<file path="src/adctr_pkg.sv">
// Constants and types shared by the converter trigger and control block
package adctr_pkg;

   // Register bus geometry
   localparam int ADDR_W = 4;
   localparam int DATA_W = 8;

   // Register offsets (bus word index)
   localparam logic [3:0] OFF_RES_HI = 4'h0;
   localparam logic [3:0] OFF_RES_LO = 4'h1;
   localparam logic [3:0] OFF_CTRL_FIRST = 4'h2;
   localparam logic [3:0] OFF_CTRL_SECOND = 4'h3;
   localparam logic [3:0] OFF_PFLAGS1 = 4'h4;
   localparam logic [3:0] OFF_PENABLES1 = 4'h5;
   localparam logic [3:0] OFF_PPRIO1 = 4'h6;
   localparam logic [3:0] OFF_PPRIO2 = 4'h7;

   // Field positions of the first control register
   localparam int CF_CLK_HI = 7;
   localparam int CF_CLK_LO = 6;
   localparam int CF_CHS_HI = 5;
   localparam int CF_CHS_LO = 3;
   localparam int CF_GO = 2;
   localparam int CF_ZERO = 1;
   localparam int CF_ON = 0;

   // Field positions of the second control register
   localparam int CS_JUSTIFY = 7;
   localparam int CS_CLK2 = 6;
   localparam int CS_PCFG_HI = 3;
   localparam int CS_PCFG_LO = 0;

   // Converter bit in the peripheral flag, enable and priority registers
   localparam int IRQ_BIT = 6;

   // Writable bits of the control registers
   localparam logic [7:0] CTRL_FIRST_WMASK = 8'hfd;
   localparam logic [7:0] CTRL_SECOND_WMASK = 8'hcf;

   // Values after reset
   localparam logic [7:0] CTRL_FIRST_RST = 8'h00;
   localparam logic [7:0] CTRL_SECOND_RST = 8'h00;
   localparam logic [7:0] PFLAGS1_RST = 8'h00;
   localparam logic [7:0] PENABLES1_RST = 8'h00;
   localparam logic [7:0] PPRIO1_RST = 8'h00;
   localparam logic [4:0] PPRIO2_RST_POR = 5'h1f;
   localparam logic [4:0] PPRIO2_RST_OTHER = 5'h10;

   // Compare unit mode that issues the special-event trigger
   localparam logic [3:0] TRIG_MODE = 4'hb;

   // Conversion timing in bit periods
   localparam logic [3:0] CONV_TADS = 4'hc;
   localparam logic [3:0] WAIT_TADS = 4'h2;

   // Internal RC bit period, derived to clock cycles (rounded down)
   localparam int CLK_NS = 25;
   localparam int RC_TAD_NS = 4000;
   localparam logic [7:0] RC_TAD_CYC = 8'(RC_TAD_NS / CLK_NS);

   // Converter sequencer states
   typedef enum logic [3:0]
   {
      ST_OFF = 4'h1,
      ST_WAIT = 4'h2,
      ST_ACQ = 4'h4,
      ST_CONV = 4'h8
   } adctr_state_t;

endpackage : adctr_pkg

</file>
<file path="src/adctr_top.sv">
// Converter trigger, sequencer and register file
//
// How it works
// - A special-event trigger starts a conversion only with mode 1011 and the converter on.
// - An accepted trigger sets the go flag just like a software write would.
// - Every special-event trigger pulses the timer clear so acquisition repeats.
// - With the converter off the trigger leaves go alone but still clears the timer.
// - First control: clock select 7-6, channel 5-3, go 2, on 0, bit 1 zero, reset 0.
// - Second control: justify at 7, third clock bit at 6, port config at 3-0.
// - Result bytes are not reset and keep their value across every reset.
// - The converter flag is bit 6 of the first flag register, reset to zero.
// - Enable and priority sit at bit 6 of their registers and reset to zero.
// - Second priority resets to 1 1111 on power-up or brown-out, 1 0000 otherwise, top bits zero.
// - A conversion lasts twelve bit periods of the selected clock.
// - Clearing go mid-conversion aborts it and leaves the results untouched.
// - After end or abort, two bit periods pass before acquisition resumes.
// - Go clears itself when a conversion completes.
`timescale 1ns/100ps

module adctr_top
   import adctr_pkg::*;
(
   input wire logic i_clk, // 40 MHz clock
   input wire logic i_srst, // Synchronous reset, high
   input wire logic i_por_bor, // Reset is power-on or brown-out
   input wire logic i_ce, // Clock enable, freezes all state
   input wire logic [ADDR_W-1:0] i_addr, // Register index
   input wire logic [DATA_W-1:0] i_wdata, // Write data
   input wire logic i_wr, // Write strobe
   input wire logic i_rd, // Read strobe
   output logic [DATA_W-1:0] o_rdata, // Read data, cycle after strobe
   input wire logic [3:0] i_cmp_mode, // Compare unit mode field
   input wire logic i_cmp_event, // Special-event pulse
   input wire logic [9:0] i_sample_data, // Converter core result
   output logic o_timer_clear, // Clear timer counter pulse
   output logic o_sampling, // Acquisition in progress
   output logic o_converting, // Conversion in progress
   output logic [2:0] o_channel, // Selected channel
   output logic [3:0] o_port_config, // Analog pin configuration
   output logic o_irq, // Converter interrupt level
   output logic o_irq_high_prio // Converter priority select
);

   adctr_state_t st_q, st_d;
   logic [7:0] tad_cnt_q, tad_cnt_d;
   logic [3:0] bit_cnt_q, bit_cnt_d;
   logic [7:0] ctrl0_q, ctrl0_d;
   logic [7:0] ctrl1_q, ctrl1_d;
   logic [7:0] pflags_q, pflags_d;
   logic [7:0] pen_q, pen_d;
   logic [7:0] pprio1_q, pprio1_d;
   logic [4:0] pprio2_q, pprio2_d;
   logic [7:0] res_hi_q, res_hi_d;
   logic [7:0] res_lo_q, res_lo_d;
   logic [7:0] rdata_d;
   logic [1:0] clk_sel_lo;
   logic [2:0] tad_shift;
   logic [7:0] tad_len;
   logic tick, trig_event, trig_accept, done, abort, wr_ctrl0, wr_res;
   logic [11:0] dwell_q, dwell_d;

   // Bit period length from the three clock-select bits
   assign clk_sel_lo = ctrl0_q[CF_CLK_HI:CF_CLK_LO];
   assign tad_shift = 3'({clk_sel_lo, 1'b0}) + 3'(ctrl1_q[CS_CLK2]) + 3'h1;
   assign tad_len = (clk_sel_lo == 2'h3) ? RC_TAD_CYC : (8'h01 << tad_shift);
   assign tick = (tad_cnt_q == tad_len - 8'h01);

   // Trigger qualification
   // timer cleared on trigger
   assign trig_event = i_cmp_event && (i_cmp_mode == TRIG_MODE);
   assign trig_accept = trig_event && ctrl0_q[CF_ON];

   // Completion and abort, only judged inside a conversion
   // twelve bit periods
   assign done = (st_q == ST_CONV) && ctrl0_q[CF_GO] && tick
      && (bit_cnt_q == CONV_TADS - 4'h1);
   assign abort = (st_q == ST_CONV) && !ctrl0_q[CF_GO];

   assign wr_ctrl0 = i_wr && (i_addr == OFF_CTRL_FIRST);
   assign wr_res = i_wr && ((i_addr == OFF_RES_HI) || (i_addr == OFF_RES_LO));

   // Sequencer next state; counters restart at every state change
   always_comb
   begin
      st_d = st_q;
      tad_cnt_d = tick ? 8'h00 : tad_cnt_q + 8'h01;
      bit_cnt_d = tick ? bit_cnt_q + 4'h1 : bit_cnt_q;
      case (st_q)
         ST_OFF:
            if (ctrl0_q[CF_ON])
               st_d = ST_ACQ;
         ST_ACQ:
            if (ctrl0_q[CF_GO])
               st_d = ST_CONV;
         ST_CONV:
            if (abort || done)
               st_d = ST_WAIT;
         ST_WAIT:
            if (tick && (bit_cnt_q == WAIT_TADS - 4'h1))
               st_d = ST_ACQ;
         default:
            st_d = ST_OFF;
      endcase
      // Turning the converter off drops any conversion at once
      if (!ctrl0_q[CF_ON])
         st_d = ST_OFF;
      // Free-running counts in idle states are harmless, entry zeroes them
      if (st_d != st_q)
      begin
         tad_cnt_d = 8'h00;
         bit_cnt_d = 4'h0;
      end
   end

   // Sequencer registers; reset acts even with the clock enable low
   always_ff @(posedge i_clk)
   begin
      if (i_srst)
      begin
         st_q <= ST_OFF;
         tad_cnt_q <= 8'h00;
         bit_cnt_q <= 4'h0;
      end
      else if (i_ce)
      begin
         st_q <= st_d;
         tad_cnt_q <= tad_cnt_d;
         bit_cnt_q <= bit_cnt_d;
      end
   end

   // Register file next values; hardware sets are applied last so they win
   always_comb
   begin
      ctrl0_d = ctrl0_q;
      ctrl1_d = ctrl1_q;
      pflags_d = pflags_q;
      pen_d = pen_q;
      pprio1_d = pprio1_q;
      pprio2_d = pprio2_q;
      res_hi_d = res_hi_q;
      res_lo_d = res_lo_q;
      if (i_wr)
      begin
         case (i_addr)
            OFF_RES_HI: res_hi_d = i_wdata;
            OFF_RES_LO: res_lo_d = i_wdata;
            OFF_CTRL_FIRST: ctrl0_d = i_wdata & CTRL_FIRST_WMASK;
            OFF_CTRL_SECOND: ctrl1_d = i_wdata & CTRL_SECOND_WMASK;
            OFF_PFLAGS1: pflags_d = i_wdata;
            OFF_PENABLES1: pen_d = i_wdata;
            OFF_PPRIO1: pprio1_d = i_wdata;
            OFF_PPRIO2: pprio2_d = i_wdata[4:0];
            default: ;
         endcase
      end
      // Reading the flag register clears it
      if (i_rd && (i_addr == OFF_PFLAGS1))
         pflags_d = 8'h00;
      // result load, go clear and flag in one cycle
      if (done)
      begin
         if (ctrl1_q[CS_JUSTIFY])
         begin
            res_hi_d = {6'h00, i_sample_data[9:8]};
            res_lo_d = i_sample_data[7:0];
         end
         else
         begin
            res_hi_d = i_sample_data[9:2];
            res_lo_d = {i_sample_data[1:0], 6'h00};
         end
         ctrl0_d[CF_GO] = 1'b0;
         pflags_d[IRQ_BIT] = 1'b1;
      end
      if (trig_accept)
         ctrl0_d[CF_GO] = 1'b1;
      // Go cannot stand while the converter is off
      if (!ctrl0_d[CF_ON])
         ctrl0_d[CF_GO] = 1'b0;
   end

   // Control and interrupt registers
   always_ff @(posedge i_clk)
   begin
      if (i_srst)
      begin
         ctrl0_q <= CTRL_FIRST_RST;
         ctrl1_q <= CTRL_SECOND_RST;
         // flag register clears on any reset
         pflags_q <= PFLAGS1_RST;
         pen_q <= PENABLES1_RST;
         pprio1_q <= PPRIO1_RST;
         // reset value depends on reset kind
         pprio2_q <= i_por_bor ? PPRIO2_RST_POR : PPRIO2_RST_OTHER;
      end
      else if (i_ce)
      begin
         ctrl0_q <= ctrl0_d;
         ctrl1_q <= ctrl1_d;
         pflags_q <= pflags_d;
         pen_q <= pen_d;
         pprio1_q <= pprio1_d;
         pprio2_q <= pprio2_d;
      end
   end

   // Result bytes carry no reset so software data survive warm resets
   // results untouched by reset
   always_ff @(posedge i_clk)
   begin
      if (i_ce && !i_srst)
      begin
         res_hi_q <= res_hi_d;
         res_lo_q <= res_lo_d;
      end
   end

   // Read mux; unmapped indices and idle cycles read zero
   always_comb
   begin
      rdata_d = 8'h00;
      if (i_rd)
      begin
         case (i_addr)
            OFF_RES_HI: rdata_d = res_hi_q;
            OFF_RES_LO: rdata_d = res_lo_q;
            OFF_CTRL_FIRST: rdata_d = ctrl0_q;
            OFF_CTRL_SECOND: rdata_d = ctrl1_q;
            OFF_PFLAGS1: rdata_d = pflags_q;
            OFF_PENABLES1: rdata_d = pen_q;
            OFF_PPRIO1: rdata_d = pprio1_q;
            OFF_PPRIO2: rdata_d = {3'h0, pprio2_q};
            default: rdata_d = 8'h00;
         endcase
      end
   end

   // Output flops, all but timer clear and read data fed from next values so they track the registers
   always_ff @(posedge i_clk)
   begin
      if (i_srst)
      begin
         o_rdata <= 8'h00;
         o_timer_clear <= 1'b0;
         o_sampling <= 1'b0;
         o_converting <= 1'b0;
         o_channel <= 3'h0;
         o_port_config <= 4'h0;
         o_irq <= 1'b0;
         o_irq_high_prio <= 1'b0;
      end
      else if (i_ce)
      begin
         o_rdata <= rdata_d;
         o_timer_clear <= trig_event;
         o_sampling <= (st_d == ST_ACQ);
         o_converting <= (st_d == ST_CONV);
         o_channel <= ctrl0_d[CF_CHS_HI:CF_CHS_LO];
         o_port_config <= ctrl1_d[CS_PCFG_HI:CS_PCFG_LO];
         o_irq <= pflags_d[IRQ_BIT] & pen_d[IRQ_BIT];
         o_irq_high_prio <= pprio1_d[IRQ_BIT];
      end
   end

   // Cycles in the current state, kept apart from the tick logic
   assign dwell_d = (st_d != st_q) ? 12'h000 : dwell_q + 12'h001;
   always_ff @(posedge i_clk)
   begin
      if (i_srst)
         dwell_q <= 12'h000;
      else if (i_ce)
         dwell_q <= dwell_d;
   end
endmodule : adctr_top

</file>
<file path="config.mk">
export PLATFORM = sky130hd
export DESIGN_NAME = adctr_top
export DESIGN_NICKNAME = d
export VERILOG_FILES = /design/src/adctr_pkg.sv /design/src/adctr_top.sv
export SDC_FILE = /design/constraint.sdc
export NUM_CORES = 1
export LEC_CHECK = 0
export ABC_AREA = 1
export ABC_CLOCK_PERIOD_IN_PS = 3500
export BUFFER_PORTS_ARGS = -buffer_cell sky130_fd_sc_hd__buf_4
export CORE_UTILIZATION = 38
export DETAILED_ROUTE_END_ITERATION = 7
export SLEW_MARGIN = 0
export SYNTH_ARGS = -nofsm -noshare
export SYNTH_HDL_FRONTEND = slang
export SYNTH_SLANG_ARGS = --single-unit
export TNS_END_PERCENT = 20
</file>
<file path="constraint.sdc">
create_clock -name i_clk -period 3.5 [get_ports i_clk]
set_clock_uncertainty 0.15 [all_clocks]
set_input_delay 0.525 -clock i_clk [delete_from_list [all_inputs] [get_ports i_clk]]
set_output_delay 0.525 -clock i_clk [all_outputs]
set_load 0.01 [all_outputs]
</file>
==> impl_metrics.toml <==
[timing]
post-route-min-period_ns = 2.824
finalSetupTns_ns = 0
max_freq_mhz = 354.2
hold_viol = 0
relSlewSlack = 0.5946
timing.final.crit_share = 0.8068
setup_viol = 0
finalWorstSetupSlack_ns = 0.6763
grt_setup_unrepaired = "no"
worst_pin_slew_ns = 0.6034
slew_violations = 0

[critical_path]
cp_data_required_time_ns = 3.37
worstPathMaxFanout = 26
cp-end-kind = "flip-flop"
crit_arrival_ns = 2.70
path_class = "reg -> reg"
crit_path_start_kind = "flip-flop"

[cts]
cts_tree = "built"
clock_tree.root_cell = "clkbuf_16"
insertion_delay_ns = 0.35
ctsHtreeMaxLevel = 3
cts.repair.resized = 0
ctsHoldBuffers = 0
cts_buffers = 9
cts.sinks = 86
cts_buffer_depth = 2
path_clk_slew_ns = 0.07
post_cts_buffers = 0

[logic_synthesis]
yosysTopAreaCell = "dfxtp_1"
yosys_warnings = 0
synth_area_per_cell_um2 = 7.479
ys_ff_latch = 86
synth_edf_count = 21
synth.distinct_cells = 45
async_reset_ff_frac = 0
yosysTopAreaCellShare = 0.2969
syn-cell-area_um2 = 4383
synthTopCellsByArea = "dfxtp_1 (30%), edfxtp_1 (14%), nand2_1 (11%)"
yosysSeqAreaShare = 0.4408
syn-num-nets = 623
syn_inst = 586
synth_flop_cell = "dfxtp_1"

[placed_design]
pre_cts_ws_ns = 0.6928
port_buffers = 52
place.gp.congestion = 0.8678
dpl_cell_area_um2 = 4852
dpl.hpwl_um = 8769

[job]
drv_cap = 0

[run_status]
outcome = "completed"

[floorplanning]
die_w_um = 109.4
start_util = 0.3973
num_rows = 38
io_pins = 53
fp.coreArea_um2 = 11030
die_height_um = 109.4
die_area_um2 = 11970

[detailed_routing]
drc = 0
drt_iter0_markers = 209
vias_per_cell = 5.294
dr_total_vias = 4087
avgRoutedWirePerCell_um = 15.50
antenna_left = 0
firstDrtPassIters = 5
wl_um = 11970

[finish]
antenna_cells = 0
layout_commonest_cell = "nand2_1"
n_fill_cell = 1123
area_delta_synth_final_pct = 16.96
regArea_um2 = 1932
layout-drive-gt1-share = 0.1440
multi_input_area_um2 = 2036
final_cell_mix = "nand2_1 (128), inv_1 (67), dfxtp_1 (65), o21ai_0 (59), buf_4 (58)"
finalInstanceArea_um2 = 5126
fin_nets = 664
utilization = 0.4647

[pwr]
ir_worst_vdd_mv = 0.1990
p_leak_nw = 2.005
power_density_nw_per_um2 = 413.6

[global_routing]
grt_max_degree = 39
grt_pass1_wl_um = 19220
grt_pass1_vias = 3755
grt_antenna_before_repair = 0
groute.usage.overall = 0.2164
overflow = 0

[worst_hold_path]
hold_class = "reg -> reg"
cell type report:
class,instances,share of cell area
inverters,73,0.05345
clock buffers,9,0.04393
repair buffers,58,0.08494
well taps,140,0.03417
clock inverters,7,0.009519
flip-flops and latches,86,0.3769
multi-input cells,399,0.3971
worst max-delay path, cell delays in order, from the launching register on:
cell and delay, ns:
dfxtp_1 0.42, inv_1 0.13, nand3_1 0.09, ha_1 0.21
inv_1 0.08, nand2_1 0.08, nand2_1 0.05, nand2_1 0.06
nand2_1 0.06, nor2_2 0.09, nand3_2 0.10, nor2_4 0.20
nand2_2 0.11, buf_4 0.23, inv_1 0.10, o21ai_0 0.08
inv_1 0.25
state kept, by name, summed over array words and instances (netlist names), 6 cells and up:
name	cells
res_lo_q	8
pflags_q	8
tad_cnt_q	8
pprio1_q	8
res_hi_q	8
ctrl1_q	6
ctrl0_q	7
pen_q	8
o_rdata	8
worst paths after layout:
| kind | slack, ns | depth (start not counted) | endpoint | startpoint |
|---|---|---|---|---|
| worst max-delay path | 0.68 | 16 | res_hi_q[4] | ctrl1_q[6] |
| worst min-delay path | 0.30 | 2 | pprio1_q[0] | pprio1_q[0] |
| worst max register to register | 0.68 | 16 | res_hi_q[4] | ctrl1_q[6] |
| worst min register to register | 0.30 | 2 | pprio1_q[0] | pprio1_q[0] |
synth_stat cells (2+ instances only):
| cell type | count |
|---|---|
| a211oi_1 | 2 |
| a21oi_1 | 55 |
| a221oi_1 | 8 |
| buf_2 | 2 |
| buf_4 | 7 |
| clkbuf_1 | 18 |
| clkinv_1 | 3 |
| dfxtp_1 | 65 |
| edfxtp_1 | 21 |
| ha_1 | 4 |
| inv_1 | 67 |
| inv_2 | 3 |
| mux2i_1 | 4 |
| nand2_1 | 128 |
| nand2_2 | 4 |
| nand3_1 | 44 |
| nand3_2 | 7 |
| nand4_1 | 9 |
| nor2_1 | 32 |
| nor2_2 | 2 |
| nor3_1 | 6 |
| o2111ai_1 | 2 |
| o21ai_0 | 59 |
| o22ai_1 | 7 |
| o31ai_1 | 2 |
| o32ai_1 | 2 |
| xor2_1 | 5 |
where the power goes:
| group | total [mW] | switching [mW] | internal [mW] |
|---|---|---|---|
| combinational | 0.175 | 0.112 | 0.0625 |
| clock | 0.903 | 0.421 | 0.482 |
| sequential | 1.04 | 0.00943 | 1.03 |
layer usage:
layer	up-vias	track usage	wire length, um
met3	18	0.03557	722
met1	1880	0.3020	5728
met4	0	0.09524	255
met2	133	0.3284	5259
met5	-	0	0
li1	2056	-	-
metrics by stage:
step           total power, mW  std cells  hold WS, ns
6_report                 2.120        772       0.2981
3_5_place_dp             1.238        756       0.2907
2_1_floorplan            1.160        586       0.2745
5_1_grt                  2.205        772       0.3280
4_1_cts                  2.138        772       0.3010
3_3_place_gp             1.235        756       0.2887
cell families after synthesis:
group / share of synthesized area
xor gates and xnor gates: 0.009991
DFF: 0.4408
AOI/OAI and AO/OA: 0.1878
adders and majority gates: 0.01142
other: 0.0008556
muxes: 0.009135
buffers and inverters: 0.09477
and+or+nand+nor: 0.2452
Power figures use the tool's default switching activity.
